--- src/design/serial_config_pkg.sv ---
//////////////////////////////////////////////////////////////////////////////
//////////////////////////////////////////////////////////////////////////////
package serial_config_pkg;
    // register indices; byte address on apb is four times the index
    localparam logic [2:0] IDX_DEVICE_ID = 3'h0;
    localparam logic [2:0] IDX_RESET = 3'h1;
    localparam logic [2:0] IDX_MODE = 3'h2;
    localparam logic [2:0] IDX_ALIAS = 3'h3;
    localparam logic [2:0] IDX_ALIAS_TARGET = 3'h4;
    localparam logic [2:0] IDX_STATUS = 3'h5;
    localparam logic [2:0] IDX_LAST = 3'h5;

    localparam int DEVID_OVERRIDE_BIT = 0;
    localparam int RESET_LOGIC_BIT = 0;
    localparam int RESET_ALL_BIT = 1;
    localparam int RESET_AUTO_PD_BIT = 7;
    localparam int MODE_LEGACY_BIT = 0;
    localparam int MODE_LOWFREQ_BIT = 1;
    localparam int MODE_COLOR_MAP_BIT = 2;
    localparam int MODE_REPEATER_BIT = 3;
    localparam int ALIAS_EN_BIT = 0;

    localparam logic [7:0] REG_RESET_VALUE = 8'h00;

    localparam logic [6:0] ADDR_BAND_ZERO = 7'h0c;
    localparam logic [6:0] ADDR_BAND_BASE = 7'h12;
    localparam logic [3:0] ADDR_BAND_LAST = 4'h9;

    localparam logic [2:0] LINE_MULT_NORMAL = 3'h1;
    localparam logic [2:0] LINE_MULT_LOWFREQ = 3'h4;
    localparam logic [4:0] FRAME_BITS = 5'h1c;

    typedef enum logic [2:0] {
        ST_IDLE,
        ST_ADDR,
        ST_ADDR_ACK,
        ST_WRITE,
        ST_WRITE_ACK,
        ST_READ,
        ST_READ_ACK
    } i2c_state_e;
endpackage : serial_config_pkg

--- src/design/serial_control_and_mode_config.sv ---
// The address map and the APB interface to the registers are this design's own decisions.
`timescale 1ns/10ps
`default_nettype none
module serial_control_and_mode_config (
    input wire logic pclk,
    input wire logic presetn,
    input wire logic psel,
    input wire logic penable,
    input wire logic pwrite,
    input wire logic [11:0] paddr,
    input wire logic [31:0] pwdata,
    output logic [31:0] prdata,
    output logic pready,
    output logic pslverr,
    input wire logic scl_in,
    input wire logic sda_in,
    output logic sda_out,
    output logic sda_drive_n,
    input wire logic power_down_n,
    input wire logic legacy_link_select,
    input wire logic low_freq_select,
    input wire logic color_map_select,
    input wire logic repeater_select,
    input wire logic [3:0] address_strap,
    input wire logic lvds_clock_in,
    input wire logic interrupt_in_n,
    output logic interrupt_out_n,
    output logic powered_down,
    output logic logic_reset,
    output logic legacy_active,
    output logic control_channel_enable,
    output logic gpio_enable,
    output logic audio_enable,
    output logic [2:0] line_rate_mult,
    output logic [4:0] frame_bits,
    output logic color_map_msb,
    output logic pixel_frame_ok,
    output logic fwd_active,
    output logic [6:0] fwd_target,
    output logic fwd_valid,
    output logic [7:0] fwd_byte
);

    //////////////////////////////////////////////////////////////////////////
    // pin synchronisers
    logic [12:0] sync1;
    logic [12:0] sync2;
    logic scl_q;
    logic sda_q;
    logic pd_q;
    logic lvds_q;

    // power-down bit resets low: straps are taken only once real pin values reach sync2
    always_ff @(posedge pclk or negedge presetn) begin
        if (!presetn) begin
            sync1 <= 13'h1bff;
            sync2 <= 13'h1bff;
        end else begin
            sync1 <= {scl_in, sda_in, power_down_n, repeater_select, color_map_select,
                      low_freq_select, legacy_link_select, lvds_clock_in, interrupt_in_n, address_strap};
            sync2 <= sync1;
        end
    end

    wire logic scl_s = sync2[12];
    wire logic sda_s = sync2[11];
    wire logic pd_s = sync2[10];
    wire logic [3:0] pin_modes = sync2[9:6];
    wire logic lvds_s = sync2[5];
    wire logic int_in_s = sync2[4];
    wire logic [3:0] strap_s = sync2[3:0];

    always_ff @(posedge pclk or negedge presetn) begin
        if (!presetn) begin
            scl_q <= 1'b1;
            sda_q <= 1'b1;
            pd_q <= 1'b0;
            lvds_q <= 1'b0;
        end else begin
            scl_q <= scl_s;
            sda_q <= sda_s;
            pd_q <= pd_s;
            lvds_q <= lvds_s;
        end
    end

    // edge of released power-down; pd_q starts low so a high pin at reset also counts
    wire logic pd_release = pd_s & ~pd_q;
    wire logic scl_rise = scl_s & ~scl_q;
    wire logic scl_fall = ~scl_s & scl_q;
    wire logic bus_start = scl_s & scl_q & sda_q & ~sda_s;
    wire logic bus_stop = scl_s & scl_q & ~sda_q & sda_s;

    //////////////////////////////////////////////////////////////////////////
    // resets
    logic reset_all_pulse;
    logic reset_logic_pulse;
    wire logic regs_clear = ~pd_s | reset_all_pulse;
    wire logic logic_clear = regs_clear | reset_logic_pulse;

    //////////////////////////////////////////////////////////////////////////
    // register file
    logic [6:0] dev_id_bits;
    logic dev_id_override;
    logic auto_pd;
    logic [7:0] mode_reg;
    logic [7:0] alias_reg;
    logic [6:0] alias_target;
    logic [3:0] strap_band;
    logic i2c_busy;

    logic i2c_wr;
    logic [7:0] i2c_ptr;
    logic [7:0] i2c_wdata;

    wire logic apb_mapped = (paddr[11:5] == 7'h00) && (paddr[1:0] == 2'h0) && (paddr[4:2] <= serial_config_pkg::IDX_LAST);
    wire logic apb_wr = psel & penable & pwrite & apb_mapped;
    // apb has priority; a same-cycle bus write is the one dropped
    wire logic wr_en = apb_wr | (i2c_wr & (i2c_ptr <= {5'h00, serial_config_pkg::IDX_LAST}));
    wire logic [2:0] wr_idx = apb_wr ? paddr[4:2] : i2c_ptr[2:0];
    wire logic [7:0] wr_data = apb_wr ? pwdata[7:0] : i2c_wdata;

    // strap band to address, bands past the last clamp to it
    logic [6:0] strap_addr;
    always_comb begin
        if (strap_band == 4'h0) begin
            strap_addr = serial_config_pkg::ADDR_BAND_ZERO;
        end else if (strap_band > serial_config_pkg::ADDR_BAND_LAST) begin
            strap_addr = serial_config_pkg::ADDR_BAND_BASE + {3'h0, serial_config_pkg::ADDR_BAND_LAST};
        end else begin
            strap_addr = serial_config_pkg::ADDR_BAND_BASE + {3'h0, strap_band};
        end
    end

    wire logic [6:0] own_addr = dev_id_override ? dev_id_bits : strap_addr;

    always_ff @(posedge pclk or negedge presetn) begin
        if (!presetn) begin
            strap_band <= 4'h0;
        end else if (pd_release) begin
            strap_band <= strap_s;
        end
    end

    always_ff @(posedge pclk or negedge presetn) begin
        if (!presetn) begin
            dev_id_bits <= 7'h00;
            dev_id_override <= 1'b0;
        end else if (regs_clear) begin
            dev_id_bits <= 7'h00;
            dev_id_override <= 1'b0;
        end else if (wr_en && wr_idx == serial_config_pkg::IDX_DEVICE_ID) begin
            dev_id_override <= wr_data[serial_config_pkg::DEVID_OVERRIDE_BIT];
            // address bits only take a write that also sets override
            if (wr_data[serial_config_pkg::DEVID_OVERRIDE_BIT]) begin
                dev_id_bits <= wr_data[7:1];
            end
        end
    end

    always_ff @(posedge pclk or negedge presetn) begin
        if (!presetn) begin
            auto_pd <= 1'b0;
            reset_all_pulse <= 1'b0;
            reset_logic_pulse <= 1'b0;
        end else begin
            reset_all_pulse <= 1'b0;
            reset_logic_pulse <= 1'b0;
            if (regs_clear) begin
                auto_pd <= 1'b0;
            end else if (wr_en && wr_idx == serial_config_pkg::IDX_RESET) begin
                auto_pd <= wr_data[serial_config_pkg::RESET_AUTO_PD_BIT];
                reset_all_pulse <= wr_data[serial_config_pkg::RESET_ALL_BIT];
                reset_logic_pulse <= wr_data[serial_config_pkg::RESET_LOGIC_BIT];
            end
        end
    end

    always_ff @(posedge pclk or negedge presetn) begin
        if (!presetn) begin
            mode_reg <= serial_config_pkg::REG_RESET_VALUE;
        end else if (pd_release) begin
            mode_reg <= {4'h0, pin_modes};
        end else if (regs_clear) begin
            mode_reg <= serial_config_pkg::REG_RESET_VALUE;
        end else if (wr_en && wr_idx == serial_config_pkg::IDX_MODE) begin
            mode_reg <= wr_data;
        end
    end

    always_ff @(posedge pclk or negedge presetn) begin
        if (!presetn) begin
            alias_reg <= serial_config_pkg::REG_RESET_VALUE;
            alias_target <= 7'h00;
        end else if (regs_clear) begin
            alias_reg <= serial_config_pkg::REG_RESET_VALUE;
            alias_target <= 7'h00;
        end else if (wr_en && wr_idx == serial_config_pkg::IDX_ALIAS) begin
            alias_reg <= wr_data;
        end else if (wr_en && wr_idx == serial_config_pkg::IDX_ALIAS_TARGET) begin
            alias_target <= wr_data[7:1];
        end
    end

    function automatic logic [7:0] read_reg(input logic [7:0] idx);
        case (idx)
            {5'h00, serial_config_pkg::IDX_DEVICE_ID}: read_reg = {own_addr, dev_id_override};
            {5'h00, serial_config_pkg::IDX_RESET}: read_reg = {auto_pd, 7'h00};
            {5'h00, serial_config_pkg::IDX_MODE}: read_reg = mode_reg;
            {5'h00, serial_config_pkg::IDX_ALIAS}: read_reg = alias_reg;
            {5'h00, serial_config_pkg::IDX_ALIAS_TARGET}: read_reg = {alias_target, 1'b0};
            {5'h00, serial_config_pkg::IDX_STATUS}: read_reg = {strap_band, pixel_frame_ok, i2c_busy, 2'h0};
            default: read_reg = 8'h00;
        endcase
    endfunction

    //////////////////////////////////////////////////////////////////////////
    // apb slave, no wait states; read data captured in the setup cycle
    assign pready = 1'b1;
    assign pslverr = psel & penable & ~apb_mapped;

    always_ff @(posedge pclk or negedge presetn) begin
        if (!presetn) begin
            prdata <= 32'h0000_0000;
        end else if (psel && !penable) begin
            prdata <= {24'h00_0000, read_reg({5'h00, paddr[4:2]})};
        end
    end

    //////////////////////////////////////////////////////////////////////////
    // serial control bus target; never stretches scl
    serial_config_pkg::i2c_state_e state;
    logic [7:0] rx_shift;
    logic [7:0] tx_shift;
    logic [3:0] bit_cnt;
    logic is_read;
    logic first_byte;
    logic host_ack;
    logic fwd_hit;

    wire logic [6:0] rx_addr = rx_shift[7:1];
    wire logic alias_hit = mode_reg[serial_config_pkg::MODE_REPEATER_BIT] & alias_reg[serial_config_pkg::ALIAS_EN_BIT]
                           & (rx_addr == alias_reg[7:1]);
    wire logic own_hit = (rx_addr == own_addr);
    wire logic [7:0] ptr_data = read_reg(i2c_ptr);

    assign sda_out = 1'b0;
    assign i2c_busy = (state != serial_config_pkg::ST_IDLE);
    assign fwd_target = alias_target;

    always_ff @(posedge pclk or negedge presetn) begin
        if (!presetn) begin
            state <= serial_config_pkg::ST_IDLE;
            rx_shift <= 8'h00;
            tx_shift <= 8'h00;
            bit_cnt <= 4'h0;
            is_read <= 1'b0;
            first_byte <= 1'b0;
            host_ack <= 1'b0;
            fwd_hit <= 1'b0;
            sda_drive_n <= 1'b1;
            i2c_ptr <= 8'h00;
            i2c_wr <= 1'b0;
            i2c_wdata <= 8'h00;
            fwd_valid <= 1'b0;
            fwd_byte <= 8'h00;
        end else begin
            i2c_wr <= 1'b0;
            fwd_valid <= 1'b0;
            if (logic_clear) begin
                state <= serial_config_pkg::ST_IDLE;
                sda_drive_n <= 1'b1;
                fwd_hit <= 1'b0;
                if (regs_clear) begin
                    i2c_ptr <= 8'h00;
                end
            end else if (bus_start) begin
                state <= serial_config_pkg::ST_ADDR;
                bit_cnt <= 4'h0;
                first_byte <= 1'b1;
                fwd_hit <= 1'b0;
                sda_drive_n <= 1'b1;
            end else if (bus_stop) begin
                state <= serial_config_pkg::ST_IDLE;
                sda_drive_n <= 1'b1;
                fwd_hit <= 1'b0;
            end else begin
                case (state)
                    serial_config_pkg::ST_ADDR: begin
                        if (scl_rise) begin
                            rx_shift <= {rx_shift[6:0], sda_s};
                            bit_cnt <= bit_cnt + 4'h1;
                        end else if (scl_fall && bit_cnt == 4'h8) begin
                            if (own_hit || alias_hit) begin
                                sda_drive_n <= 1'b0;
                                is_read <= rx_shift[0];
                                fwd_hit <= alias_hit & ~own_hit;
                                state <= serial_config_pkg::ST_ADDR_ACK;
                            end else begin
                                state <= serial_config_pkg::ST_IDLE;
                            end
                        end
                    end
                    serial_config_pkg::ST_ADDR_ACK: begin
                        if (scl_fall) begin
                            bit_cnt <= 4'h0;
                            if (is_read) begin
                                // forwarded reads have no local data: all ones
                                tx_shift <= fwd_hit ? 8'hff : ptr_data;
                                sda_drive_n <= fwd_hit | ptr_data[7];
                                i2c_ptr <= i2c_ptr + 8'h01;
                                state <= serial_config_pkg::ST_READ;
                            end else begin
                                sda_drive_n <= 1'b1;
                                state <= serial_config_pkg::ST_WRITE;
                            end
                        end
                    end
                    serial_config_pkg::ST_WRITE: begin
                        if (scl_rise) begin
                            rx_shift <= {rx_shift[6:0], sda_s};
                            bit_cnt <= bit_cnt + 4'h1;
                        end else if (scl_fall && bit_cnt == 4'h8) begin
                            sda_drive_n <= 1'b0;
                            state <= serial_config_pkg::ST_WRITE_ACK;
                            if (fwd_hit) begin
                                fwd_valid <= 1'b1;
                                fwd_byte <= rx_shift;
                            end else if (first_byte) begin
                                i2c_ptr <= rx_shift;
                                first_byte <= 1'b0;
                            end else begin
                                i2c_wr <= 1'b1;
                                i2c_wdata <= rx_shift;
                            end
                        end
                    end
                    serial_config_pkg::ST_WRITE_ACK: begin
                        if (i2c_wr) begin
                            i2c_ptr <= i2c_ptr + 8'h01;
                        end
                        if (scl_fall) begin
                            sda_drive_n <= 1'b1;
                            bit_cnt <= 4'h0;
                            state <= serial_config_pkg::ST_WRITE;
                        end
                    end
                    serial_config_pkg::ST_READ: begin
                        if (scl_fall) begin
                            if (bit_cnt == 4'h7) begin
                                sda_drive_n <= 1'b1;
                                state <= serial_config_pkg::ST_READ_ACK;
                            end else begin
                                tx_shift <= {tx_shift[6:0], 1'b0};
                                sda_drive_n <= tx_shift[6];
                                bit_cnt <= bit_cnt + 4'h1;
                            end
                        end
                    end
                    serial_config_pkg::ST_READ_ACK: begin
                        if (scl_rise) begin
                            host_ack <= ~sda_s;
                        end else if (scl_fall) begin
                            bit_cnt <= 4'h0;
                            if (host_ack) begin
                                tx_shift <= fwd_hit ? 8'hff : ptr_data;
                                sda_drive_n <= fwd_hit | ptr_data[7];
                                i2c_ptr <= i2c_ptr + 8'h01;
                                state <= serial_config_pkg::ST_READ;
                            end else begin
                                state <= serial_config_pkg::ST_IDLE;
                            end
                        end
                    end
                    default: begin
                        state <= serial_config_pkg::ST_IDLE;
                        sda_drive_n <= 1'b1;
                    end
                endcase
            end
        end
    end

    //////////////////////////////////////////////////////////////////////////
    // pixel clock shape check: high share must exceed low share (4:3)
    logic [3:0] hi_cnt;
    logic [3:0] lo_cnt;

    always_ff @(posedge pclk or negedge presetn) begin
        if (!presetn) begin
            hi_cnt <= 4'h0;
            lo_cnt <= 4'h0;
            pixel_frame_ok <= 1'b0;
        end else if (logic_clear) begin
            hi_cnt <= 4'h0;
            lo_cnt <= 4'h0;
            pixel_frame_ok <= 1'b0;
        end else if (lvds_s && !lvds_q) begin
            pixel_frame_ok <= (hi_cnt > lo_cnt) && (lo_cnt != 4'h0);
            hi_cnt <= 4'h1;
            lo_cnt <= 4'h0;
        end else if (lvds_s) begin
            // saturate so a stopped clock cannot wrap into a false pass
            hi_cnt <= (hi_cnt == 4'hf) ? hi_cnt : hi_cnt + 4'h1;
        end else begin
            lo_cnt <= (lo_cnt == 4'hf) ? lo_cnt : lo_cnt + 4'h1;
        end
    end

    //////////////////////////////////////////////////////////////////////////
    // mode outputs to the datapath
    wire logic legacy = mode_reg[serial_config_pkg::MODE_LEGACY_BIT];

    always_ff @(posedge pclk or negedge presetn) begin
        if (!presetn) begin
            powered_down <= 1'b1;
            logic_reset <= 1'b1;
            legacy_active <= 1'b0;
            control_channel_enable <= 1'b0;
            gpio_enable <= 1'b0;
            audio_enable <= 1'b0;
            interrupt_out_n <= 1'b1;
            line_rate_mult <= serial_config_pkg::LINE_MULT_NORMAL;
            frame_bits <= serial_config_pkg::FRAME_BITS;
            color_map_msb <= 1'b0;
            fwd_active <= 1'b0;
        end else begin
            powered_down <= ~pd_s;
            logic_reset <= logic_clear;
            legacy_active <= legacy;
            control_channel_enable <= pd_s & ~legacy;
            gpio_enable <= pd_s & ~legacy;
            audio_enable <= pd_s & ~legacy;
            interrupt_out_n <= legacy | ~pd_s | int_in_s;
            if (!legacy && mode_reg[serial_config_pkg::MODE_LOWFREQ_BIT]) begin
                line_rate_mult <= serial_config_pkg::LINE_MULT_LOWFREQ;
            end else begin
                line_rate_mult <= serial_config_pkg::LINE_MULT_NORMAL;
            end
            frame_bits <= serial_config_pkg::FRAME_BITS;
            color_map_msb <= mode_reg[serial_config_pkg::MODE_COLOR_MAP_BIT];
            fwd_active <= fwd_hit;
        end
    end

endmodule : serial_control_and_mode_config
`default_nettype wire

--- config.mk ---
export PLATFORM = sky130hd
export DESIGN_NAME = serial_control_and_mode_config
export DESIGN_NICKNAME = d
export VERILOG_FILES = /design/src/design/serial_config_pkg.sv /design/src/design/serial_control_and_mode_config.sv
export SDC_FILE = /design/constraint.sdc
export NUM_CORES = 1
export LEC_CHECK = 0
export BUFFER_PORTS_ARGS = -buffer_cell sky130_fd_sc_hd__buf_2
export CAP_MARGIN = 40
export CORE_ASPECT_RATIO = 0.8
export CORE_MARGIN = 2
export CORE_UTILIZATION = 45
export DETAILED_ROUTE_END_ITERATION = 8
export PLACE_DENSITY_LB_ADDON = 0.05
export SLEW_MARGIN = 0
export SYNTH_ARGS = -nofsm -noshare
export SYNTH_HDL_FRONTEND = slang
export SYNTH_SLANG_ARGS = --single-unit
--- constraint.sdc ---
create_clock -name pclk -period 2.63 [get_ports pclk]
set_input_delay 0.1315 -clock pclk [delete_from_list [all_inputs] [get_ports pclk]]
set_output_delay 0.1315 -clock pclk [all_outputs]
set_load 0.02 [all_outputs]
## Word level (Yosys, flattened, before mapping)

Index checks and enable logic that the tools add are counted.
Widths: inputs -> output; s select.

| storage, ports and cells | value |
|---|---|
| bits in registers | 148 |
| bits in latches | 0 |
| bits in writable memories | 0 |
| ROM bits | 0 |
| bits of input ports | 62 |
| output and inout bits | 70 |
| memories kept | 0 |

| operators by class | value |
|---|---|
| add/sub/neg operators | 5 |
| multiply operators | 0 |
| divide/modulo/power cells | 0 |
| $lt $le $gt $ge | 4 |
| equality and inequality tests | 70 |
| shifts and indexed selects | 0 |
| multiplexer cells | 131 |
| bitwise gates (word level) | 38 |
| reductions and logical operators | 58 |

Operator list:

| kind | number |
|---|---|
| $mux 8 | 20 |
| $mux 7 | 15 |
| $pmux 8 s6 | 2 |
| $mux 4 | 15 |
| $ne 5x5->1 const B | 12 |
| $mux 1 | 54 |
| $mux 3 | 17 |
| $ne 3x3->1 const B | 15 |
| $pmux 8 s4 | 1 |
| $ne 2x2->1 const B | 11 |
| $reduce_and 11->1 | 2 |
| $pmux 7 s3 | 1 |
| $reduce_and 7->1 | 3 |
| $eq 3x2->1 const B | 6 |
| $eq 3x3->1 const B | 6 |
| $pmux 3 s6 | 1 |
| $and 1x1->1 | 17 |
| $eq 8x2->1 const B | 2 |
| $eq 8x3->1 const B | 2 |
| $pmux 4 s4 | 1 |
| $reduce_bool 2->1 | 8 |
| $reduce_bool 4->1 | 4 |
| $not 1->1 | 15 |
| $eq 7x7->1 | 2 |
| 36 further kinds | 74 |

## Longest topological paths before layout

Gate-level depths: netlist of run 1.

| logic depth | value |
|---|---|
| word-level depth | 14 |
| depth in mapped cells | 9 |

## Worst setup path after synthesis of run 1

OpenSTA, ideal clock, no wires.

| timing path | value |
|---|---|
| kind | register to register |
| start | reg strap_band[1] |
| end | reg is_read |
| setup time | 128 ps |
| data arrival time | 2315 ps |
| slack | 187 ps |
| stages on the path, launching flop included | 10 |
| path buffers | 0 |
| clock period less this slack | 2443 ps |
| path through | dfrtp_1 > ha_1 > ha_1 > mux2i_1 > xor2_1 > nand4_1 > a22o_1 > nor4_4 > o21ai_1 > mux2_1 |

| between the ends | value |
|---|---|
| word-level cells in the longest chain between the ends | 7 |

Ends and longest elaborated chain:

| item | line | RTL |
|---|---|---|
| start: declaration | serial_control_and_mode_config.sv:109 | `logic [3:0] strap_band;` |
| start signal: assignment | serial_control_and_mode_config.sv:141 | `strap_band <= strap_s;` |
| $add 5x4->6 / $gt 4x4->1 (equally long branches) | serial_control_and_mode_config.sv:131, serial_control_and_mode_config.sv:128 |  |
| $mux 6 | serial_control_and_mode_config.sv:128 | `end else if (strap_band > serial_config_pkg::ADDR_BAND_LAST) begin` |
| $mux 6 * | serial_control_and_mode_config.sv:126 | `if (strap_band == 4'h0) begin` |
| $mux 7 * | serial_control_and_mode_config.sv:135 | `wire logic [6:0] own_addr = dev_id_override ? dev_id_bits : strap_addr;` |
| $eq 7x7->1 * | serial_control_and_mode_config.sv:244 | `wire logic own_hit = (rx_addr == own_addr);` |
| $logic_or 1x1->1 * | serial_control_and_mode_config.sv:294 | `if (own_hit \|\| alias_hit) begin` |
| $reduce_and 7->1 (no source line) * | - |  |
| end signal: assignment | serial_control_and_mode_config.sv:296 | `is_read <= rx_shift[0];` |
| end: declaration | serial_control_and_mode_config.sv:236 | `logic is_read;` |

Mark *: on every way between the ends. The rest lies on a longest branch, timed or not.
A chain may end at the register's enable or synchronous reset.

## Final worst setup path of run 1

| timing path | value |
|---|---|
| start | reg strap_band[3] |
| end | reg is_read |

Same word-level chain as after synthesis.

==> results.sh, run 1 <==
export IMPL_status="completed"
export IMPL_cts_inserted_buffers=17
export IMPL_synthCells=758
export IMPL_grt_max_degree=58
export IMPL_drt_wl_total_mm=20.6
export IMPL_cts_sinks=147
export IMPL_vdd_drop_max_v=0.000414
export IMPL_min_period_ns=2.48
export IMPL_rows=42
export IMPL_start_util=0.461
export IMPL_die_height_um=120
export IMPL_cts_tree="done"
export IMPL_ys_warn_count=0
export IMPL_synthXorXnorAreaFrac=0.0172
export IMPL_clk_pin_slew_worst_paths_ns=0.06
export IMPL_rsz0062_at_grt="no"
export IMPL_synth_top_family_by_area="simple AND/OR/NAND/NOR gates"
export IMPL_path_max_fanout=6
export IMPL_hold_path_class="primary input to flip-flop"
export IMPL_critPathLaunch="strap_band[3]$_DFFE_PN0P_"
export IMPL_drive_gt1_frac=0.267
export IMPL_place_ws_ns=0.0127
export IMPL_reg2reg_slack_ns=0.15
export IMPL_crit_slowest_cell="or4_4"
export IMPL_slew_violations=0
export IMPL_avgSynthCellArea_um2=10.1
export IMPL_ios=132
export IMPL_ys_seq_area_frac=0.488
export IMPL_drt_iter0_markers=553
export IMPL_maxSlewHeadroom=0.527
export IMPL_crit_family="simple AND/OR/NAND/NOR gates"
export IMPL_fill_cells=1468
export IMPL_core_area_um2=16600
export IMPL_synthSimpleGateAreaFrac=0.157
export IMPL_track_usage=0.241
export IMPL_fin_ws_ns=0.153
export IMPL_synth_edff_count=0
export IMPL_path_cells="or4_4 > a21o_1 > a21o_1 > a22o_1 > nor4_4 > o21ai_1 > mux2_1"
export IMPL_ys_types=67
export IMPL_finalHoldViolations=0
export IMPL_worstMarginPinSlew_ns=0.708
export IMPL_slowest_delay_ns=0.55
export IMPL_yosys_area_share_adder=0.0246
export IMPL_multi_input_area_um2=3560
export IMPL_start_kind="flip-flop"
export IMPL_required_ns=2.93
export IMPL_dr_pass1_iters=5
export IMPL_netlist_area_leader_share=0.381
export IMPL_grt_pass1_wl_mm=33.1
export IMPL_io_buffers=75
export IMPL_yosys_area_top_type="dfrtp_1"
export IMPL_hp_start="pwdata[2]"
export IMPL_ant_nets=0
export IMPL_die_w_um=150
export IMPL_muxShareOfSynthArea=0.0991
export IMPL_async_reset_ff_frac=1.00
export IMPL_finalSetupViolCount=0
export IMPL_antenna_cells=0
export IMPL_ys_seq_elements=147
export IMPL_syn_area_um2=7620
export IMPL_drc=0
export IMPL_cpMostUsedCell="a21o_1"
export IMPL_cts_max_path_buffers=2
export IMPL_antenna_found_initial=0
export IMPL_timing_worst_setup_path_type="flip-flop to flip-flop"
export IMPL_grt_remaining_overflow=0
export IMPL_critPathArrivalTime_ns=2.78
export IMPL_hpwl_mm=15.1
export IMPL_grt_pass1_vias=5966
export IMPL_synth_compound_area_frac=0.149
export IMPL_post_route_util=0.544
export IMPL_timing_rr_start="strap_band[3]$_DFFE_PN0P_"
export IMPL_area_growth_pct=18.0
export IMPL_maxCapViolations=0
export IMPL_ctsRootBufferMaster="clkbuf_16"
export IMPL_insertion_delay_ns=0.42
export IMPL_crit_buf_inv=0
export IMPL_top_regs="sync1: 13 flops, sync2: 13 flops"
export IMPL_htreeDepth=4
export IMPL_synth_flop_cell="dfrtp_1"
export IMPL_wl_per_cell_um=18.8
export IMPL_vias_per_cell=5.59
export IMPL_fin_crit_sh=0.942
export IMPL_p_leak_nw=4.12
export IMPL_p_per_area_nw_per_um2=596
export IMPL_synth_area_leaders="dfrtp_1 38%, dfstp_2 11%, mux2_2 6.4%"
export IMPL_layout_area_seq_um2=3720
export IMPL_fmax_mhz=404
export IMPL_fin_setup_tns_ns=0
export IMPL_skew_ns=0.0105
export IMPL_fp_dieArea_um2=18000
export IMPL_place_congestion=0.914
export IMPL_fin_nets=936
export IMPL_endpoint_kind="flip-flop"
export IMPL_vias=6107
==> timing repair <==
item                                   CTS  global route
hold buffers                            14             0
setup endpoints to repair                0            12
gates resized for setup                  0             8
endpoints found under the hold margin   61             0
setup buffers                            0             1
==> layer usage <==
metal,wire (um),global-route usage,vias to the layer above
li1,-,-,2851
met1,10100,0.371,2972
met2,8680,0.344,266
met3,1530,0.0547,18
met4,233,0.0554,0
met5,0,0,-
==> where the power goes <==
part | internal (W) | leakage (nW) | switching [W]
sequential | 0.00236 | 1.91 | 0.0000759
clock | 0.00133 | 0.274 | 0.000994
combinational | 0.000228 | 1.94 | 0.000368
total | 0.00392 | 4.12 | 0.00144
==> cells in the mapped netlist (4+ instances only) <==
cell and count:
a211oi_1 6, a21o_1 7, a21oi_1 27, a22o_1 4, a22oi_1 15, a31oi_1 12
and3_1 11, buf_1 7, buf_4 34, clkbuf_1 26, dfrtp_1 116, dfstp_2 31
ha_1 15, inv_1 25, mux2_2 43, mux2i_1 26, nand2_1 78, nand2b_1 15
nand3_1 19, nand4_1 12, nor2_1 46, nor2b_1 8, nor3_1 13, o21ai_0 49
o21ai_1 18, o31ai_1 12, or3_1 8, xnor2_1 8, xor2_1 7
==> metrics by stage <==
stage	hold WS [ns]	total power, W	instance area, um^2	std cells
floorplan	-0.164	0.00284	7740	788
global placement	0.140	0.00302	8250	1045
detailed placement	0.144	0.00304	8250	1045
CTS	0.105	0.00539	8960	1091
global route	0.175	0.00560	9000	1092
finish	0.133	0.00536	9000	1092
==> worst min-delay path: stages <==
cell and delay, ns:
buf_2 0.08, mux2_2 0.17, nand3_1 0.07, o21ai_0 0.06
==> logic make-up after synthesis <==
group / count (synthesis)
buffers and inverters: 96
muxes: 70
and+or+nand+nor: 235
AOI/OAI and AO/OA: 178
xor gates and xnor gates: 15
adders and majority gates: 15
other: 2
DFF: 147
==> worst paths after layout <==
path                            cells after the start                       end
worst max register to register                      7       is_read$_DFFE_PN0P_
worst min-delay path                                4  alias_reg[2]$_DFFE_PN0P_
worst max-delay path                                7       is_read$_DFFE_PN0P_
worst min register to register                      0       sync2[10]$_DFF_PN0_
min in group asynchronous                           2   legacy_active$_DFF_PN0_
max in group asynchronous                           3       sync2[11]$_DFF_PN1_
==> cell type report <==
| type | count | area share |
|---|---|---|
| clock buffers | 18 | 0.0488 |
| clock inverters | 14 | 0.0139 |
| inverters | 26 | 0.0108 |
| multi-input cells | 545 | 0.396 |
| flip-flops and latches | 147 | 0.413 |
| well taps | 220 | 0.0306 |
| repair buffers | 122 | 0.0869 |
==> layout by cell type, fill, tap and decap left out, types with 25 or more instances in the layout <==
master / synthesis / final
dfrtp_1: 116 / 116
nand2_1: 78 / 78
dfstp_2: 31 / 31
o21ai_0: 49 / 48
inv_1: 25 / 25
mux2_2: 43 / 43
nor2_1: 46 / 45
mux2i_1: 26 / 25
a21oi_1: 27 / 27
buf_4: 34 / 32
buf_2: 3 / 74
conb_1: 2 / 32
Note: power is estimated with default switching activity, not from simulation.
==> inputs of run 2 (changes only) <==
==> constraint.sdc (replaced) <==
create_clock -name pclk -period 3.1 [get_ports pclk]
set_input_delay 0.155 -clock pclk [delete_from_list [all_inputs] [get_ports pclk]]
set_output_delay 0.155 -clock pclk [all_outputs]
set_load 0.02 [all_outputs]
==> run 2 against run 1 <==
  * Worst hold slack gained 0.026 ns
  * Highest routed layer unchanged
  * Largest cell class unchanged
  * Cell area shrank 1.1%
  * Setup slack gained 0.26 ns
  * Critical path type unchanged
  * Combinational power shrank 21%
  * Cell count shrank 1.4%
  * Largest power group is now clock
  * Die area is the same
==> results.sh, run 2 (same netlist as run 1, synthesis figures left out) <==
export IMPL_status="completed"
export IMPL_finalSetupViolCount=0
export IMPL_cpMostUsedCell="ha_1"
export IMPL_cts_inserted_buffers=17
export IMPL_maxCapViolations=0
export IMPL_clk_pin_slew_worst_paths_ns=0.07
export IMPL_vias=6046
export IMPL_fin_setup_tns_ns=0
export IMPL_grt_pass1_vias=5950
export IMPL_path_max_fanout=8
export IMPL_fin_crit_sh=0.866
export IMPL_cts_sinks=147
export IMPL_ant_nets=0
export IMPL_cts_max_path_buffers=2
export IMPL_hpwl_mm=14.2
export IMPL_cts_setup_buffers=0
export IMPL_mostFrequentLayoutCell="dfrtp_1"
export IMPL_drive_gt1_frac=0.247
export IMPL_start_kind="flip-flop"
export IMPL_fin_nets=921
export IMPL_die_w_um=150
export IMPL_vdd_drop_max_v=0.000327
export IMPL_crit_slowest_cell="dfrtp_1"
export IMPL_crit_buf_inv=0
export IMPL_final_cells=1077
export IMPL_drc=0
export IMPL_place_inst=1031
export IMPL_place_congestion=0.892
export IMPL_drt_iter0_markers=694
export IMPL_required_ns=3.41
export IMPL_crit_family="compound AO/OA/AOI/OAI gates"
export IMPL_hold_path_class="primary input to flip-flop"
export IMPL_rows=42
export IMPL_antenna_found_initial=0
export IMPL_grt_pass1_wl_mm=32.2
export IMPL_worstMarginPinSlew_ns=0.811
export IMPL_track_usage=0.233
export IMPL_dr_pass1_iters=5
export IMPL_fmax_mhz=373
export IMPL_cp_num_cells=9
export IMPL_hold_depth=2
export IMPL_die_height_um=120
export IMPL_ctsRootBufferMaster="clkbuf_16"
export IMPL_cts_resized=0
export IMPL_p_leak_nw=4.07
export IMPL_rsz0062_at_grt="no"
export IMPL_layout_common_cells="116 x dfrtp_1, 78 x nand2_1, 74 x buf_2"
export IMPL_core_area_um2=16600
export IMPL_area_growth_pct=16.7
export IMPL_p_per_area_nw_per_um2=523
export IMPL_wl_per_cell_um=18.5
export IMPL_holdWs_ns=0.159
export IMPL_maxSlewHeadroom=0.459
export IMPL_skew_ns=0.0129
export IMPL_drt_wl_total_mm=19.9
export IMPL_start_util=0.461
export IMPL_min_period_ns=2.68
export IMPL_fp_dieArea_um2=18000
export IMPL_slowest_delay_ns=0.47
export IMPL_hold_buffers=14
export IMPL_slew_violations=0
export IMPL_grt_remaining_overflow=0
export IMPL_grt_max_degree=85
export IMPL_r2r_cells=9
export IMPL_top_regs="sync1: 13 flops, sync2: 13 flops"
export IMPL_vias_per_cell=5.61
export IMPL_cts_tree="done"
export IMPL_path_cells="ha_1 > ha_1 > mux2i_1 > xor2_1 > nand4_1 > a22o_1 > nor4_4 > a2111oi_1 > a2111oi_2"
export IMPL_ios=132
export IMPL_endpoint_kind="flip-flop"
export IMPL_insertion_delay_ns=0.43
export IMPL_antenna_cells=0
export IMPL_place_ws_ns=0.410
export IMPL_fin_ws_ns=0.416
export IMPL_finalHoldViolations=0
export IMPL_htreeDepth=4
export IMPL_critPathArrivalTime_ns=3.00
export IMPL_timing_worst_setup_path_type="flip-flop to flip-flop"
export IMPL_io_buffers=75
run 2: changes by cell type in the layout (fill, tap and decap cells not counted), sizes merged:
| cell | change |
|---|---|
| buf | -15 |
| clkinv | -1 |
| clkinvlp | -3 |
| inv | +4 |
run 2: cell type report:
cell class / instances / area (um^2)
multi-input cells: 545 / 3530
repair buffers: 107 / 669
well taps: 220 / 275
flip-flops and latches: 147 / 3720
inverters: 26 / 97.6
clock buffers: 18 / 450
fillers: 1465 / 7660
clock inverters: 14 / 158
run 2: through the flow:
stage                     total power (W)  cell area [um^2]  utilization
after floorplan                   0.00241              7740            -
after global placement            0.00255              8150        0.492
after detailed placement          0.00257              8150        0.492
after CTS                         0.00471              8900        0.537
after global routing              0.00487              8900        0.537
final                             0.00465              8900        0.537
run 2: final timing paths:
| kind | from | end | slack [ns] |
|---|---|---|---|
| hold reg to reg | sync1[11]$_DFF_PN1_ | sync2[11]$_DFF_PN1_ | 0.35 |
| setup / recovery | strap_band[1]$_DFFE_PN0P_ | state[1]$_DFFE_PN0P_ | 0.42 |
| setup reg to reg | strap_band[1]$_DFFE_PN0P_ | state[1]$_DFFE_PN0P_ | 0.42 |
| max in group asynchronous | presetn | prdata[7]$_DFFE_PN0P_ | 1.79 |
| min in group asynchronous | presetn | fwd_byte[6]$_DFFE_PN0P_ | 0.36 |
| hold / removal | paddr[4] | prdata[0]$_DFFE_PN0P_ | 0.16 |
run 2: routing by layer:
layer	vias up	global-route usage	wire, um
met4	0	0.0661	309
li1	2834	-	-
met2	282	0.339	8420
met1	2907	0.346	9720
met3	23	0.0566	1430
met5	-	0	0
run 2: report_power, final:
| part | total (W) | internal, W | switching, W |
|---|---|---|---|
| clock network | 0.00211 | 0.00119 | 0.000913 |
| logic | 0.000469 | 0.000177 | 0.000291 |
| registers | 0.00208 | 0.00200 | 0.0000761 |
| total | 0.00465 | 0.00337 | 0.00128 |
==> inputs of run 3 (changes only) <==
--- a/config.mk
+++ b/config.mk
@@ -8,7 +8,6 @@
 export BUFFER_PORTS_ARGS = -buffer_cell sky130_fd_sc_hd__buf_2
 export CAP_MARGIN = 40
 export CORE_ASPECT_RATIO = 0.8
-export CORE_MARGIN = 2
 export CORE_UTILIZATION = 45
 export DETAILED_ROUTE_END_ITERATION = 8
 export PLACE_DENSITY_LB_ADDON = 0.05
==> run 3 against run 2 <==
  * Cell count up 0.19%
  * Non-clock buffer count up 2
  * Largest cell class unchanged
  * Worst hold slack better by 0.024 ns
==> results.sh, run 3 (same netlist as run 1, synthesis figures left out) <==
export IMPL_core_area_um2=16600
export IMPL_rows=42
export IMPL_antenna_cells=0
export IMPL_slowest_delay_ns=0.48
export IMPL_dr_pass1_iters=6
export IMPL_critPathLaunch="strap_band[1]$_DFFE_PN0P_"
export IMPL_drt_wl_total_mm=19.8
export IMPL_area_growth_pct=16.3
export IMPL_ant_nets=0
export IMPL_place_inst=1033
export IMPL_track_usage=0.243
export IMPL_p_sw_frac=0.285
export IMPL_seqPwrFrac=0.458
export IMPL_ios=132
export IMPL_rsz0062_at_grt="no"
export IMPL_drt_met1_wl_mm=9.60
export IMPL_vias_per_cell=5.65
export IMPL_grt_pass1_vias=6089
export IMPL_p_per_area_nw_per_um2=511
export IMPL_met3_length_mm=1.40
export IMPL_io_buffers=75
export IMPL_maxCapViolations=0
export IMPL_r2r_end="is_read$_DFFE_PN0P_"
export IMPL_r2r_cells=9
export IMPL_required_ns=3.41
export IMPL_cts_tree="done"
export IMPL_die_height_um=118
export IMPL_wl_per_cell_um=18.4
export IMPL_p_sw_w=0.00129
export IMPL_skew_ns=0.00925
export IMPL_vdd_drop_max_v=0.000376
export IMPL_timing_rr_start="strap_band[1]$_DFFE_PN0P_"
export IMPL_cpMostUsedCell="ha_1"
export IMPL_path_max_fanout=8
export IMPL_timing_worst_setup_path_type="flip-flop to flip-flop"
export IMPL_htreeDepth=4
export IMPL_critPathArrivalTime_ns=3.02
export IMPL_place_congestion=0.859
export IMPL_clk_pin_slew_worst_paths_ns=0.07
export IMPL_drt_iter0_markers=596
export IMPL_drive_gt1_frac=0.249
export IMPL_ctsRootBufferMaster="clkbuf_16"
export IMPL_start_util=0.461
export IMPL_grt_pass1_wl_mm=32.6
export IMPL_fmax_mhz=370
export IMPL_die_w_um=148
export IMPL_hold_path_class="primary input to flip-flop"
export IMPL_crit_buf_inv=0
export IMPL_grt_max_degree=81
export IMPL_finalHoldViolations=0
export IMPL_vias=6099
export IMPL_p_clk_frac=0.437
export IMPL_reg2reg_slack_ns=0.40
export IMPL_crit_slowest_cell="dfrtp_1"
export IMPL_maxSlewHeadroom=0.485
export IMPL_insertion_delay_ns=0.43
export IMPL_fin_crit_sh=0.871
export IMPL_fp_dieArea_um2=17500
export IMPL_highest_layer="met4"
export IMPL_layout_common_cells="116 x dfrtp_1, 78 x nand2_1, 74 x buf_2"
export IMPL_start_kind="flip-flop"
export IMPL_cp_num_cells=9
export IMPL_hpwl_mm=14.3
export IMPL_endpoint_kind="flip-flop"
export IMPL_worstMarginPinSlew_ns=0.769
export IMPL_cts_sinks=147
export IMPL_wl_met2_mm=8.54
export IMPL_slew_violations=0
export IMPL_cts_inserted_buffers=17
export IMPL_grt_remaining_overflow=0
export IMPL_status="completed"
export IMPL_p_leak_nw=4.05
export IMPL_endpoint="is_read$_DFFE_PN0P_"
export IMPL_top_regs="sync1: 13 flops, sync2: 13 flops"
export IMPL_cts_max_path_buffers=2
export IMPL_pwr_share_comb=0.105
export IMPL_min_period_ns=2.70
export IMPL_fin_nets=923
export IMPL_antenna_found_initial=0
export IMPL_mostFrequentLayoutCell="dfrtp_1"
export IMPL_path_cells="ha_1 > ha_1 > mux2i_1 > xor2_1 > nand4_1 > a22o_1 > nor4_4 > o21ai_1 > mux2_1"
export IMPL_crit_family="multiplexers"
export IMPL_drc=0
export IMPL_p_int_w=0.00324
export IMPL_finalSetupViolCount=0
export IMPL_fin_setup_tns_ns=0
export IMPL_final_cells=1079
[run 3: changes by cell type in the layout (fill, tap and decap cells not counted), sizes merged]
cell / previous run / this run
buf: 93 / 95
bufinv: 1 / 0
clkbuf: 18 / 17
clkinv: 5 / 4
clkinvlp: 0 / 1
inv: 34 / 36
[run 3: routing by layer]
layer	vias up	global-route usage
met1	2982	0.353
met3	29	0.0595
met5	-	0
met4	0	0.0812
li1	2832	-
met2	256	0.353
[run 3: how the worst min path moves through the flow]
stage | depth (start not counted) | slack, ns | startpoint | to
floorplan | 0 | -0.14 | presetn | alias_reg[0]$_DFFE_PN0P_
global placement | 1 | 0.23 | presetn | fwd_byte[4]$_DFFE_PN0P_
detailed placement | 1 | 0.24 | presetn | fwd_byte[6]$_DFFE_PN0P_
CTS | 3 | 0.16 | pwdata[1] | reset_all_pulse$_DFF_PN0_
global route | 2 | 0.20 | paddr[4] | prdata[0]$_DFFE_PN0P_
finish | 2 | 0.18 | paddr[4] | prdata[0]$_DFFE_PN0P_
[run 3: what timing repair did]
item,CTS,global route
hold buffers,14,0
gates resized for setup,0,0
endpoints found under the hold margin,70,0
buffers inserted,0,0
[run 3: power by group through the flow]
stage / clock network [W] / registers (W) / logic [W]
6_report: 0.00198 / 0.00208 / 0.000474
2_1_floorplan: 0 / 0.00211 / 0.000308
3_5_place_dp: 0 / 0.00211 / 0.000461
4_1_cts: 0.00203 / 0.00208 / 0.000476
3_3_place_gp: 0 / 0.00211 / 0.000446
5_1_grt: 0.00211 / 0.00209 / 0.000533
[run 3: per-stage QoR]
step	cell area, um^2	setup slack (ns)	power (W)	hold slack [ns]	utilization
after global placement	8160	0.416	0.00255	0.233	0.493
after detailed placement	8160	0.402	0.00257	0.244	0.493
final	8860	0.399	0.00453	0.183	0.535
after CTS	8860	0.387	0.00458	0.158	0.535
after floorplan	7740	0.657	0.00241	-0.141	-
after global routing	8860	0.159	0.00473	0.199	0.535
[run 3: cell type report]
type                       count  area, um^2
fill                        1482        7690
clock buffer                  17         425
multi-input combinational    545        3530
timing repair buffer         109         684
sequential                   147        3720
clock inverter                15         134
inverter                      26        97.6
tap                          220         275
[run 3: worst register-to-register path: stages, from the launching register on]
cell,delay (ns)
dfrtp_1,0.48
ha_1,0.25
ha_1,0.26
mux2i_1,0.24
xor2_1,0.18
nand4_1,0.11
a22o_1,0.26
nor4_4,0.38
o21ai_1,0.13
mux2_1,0.31
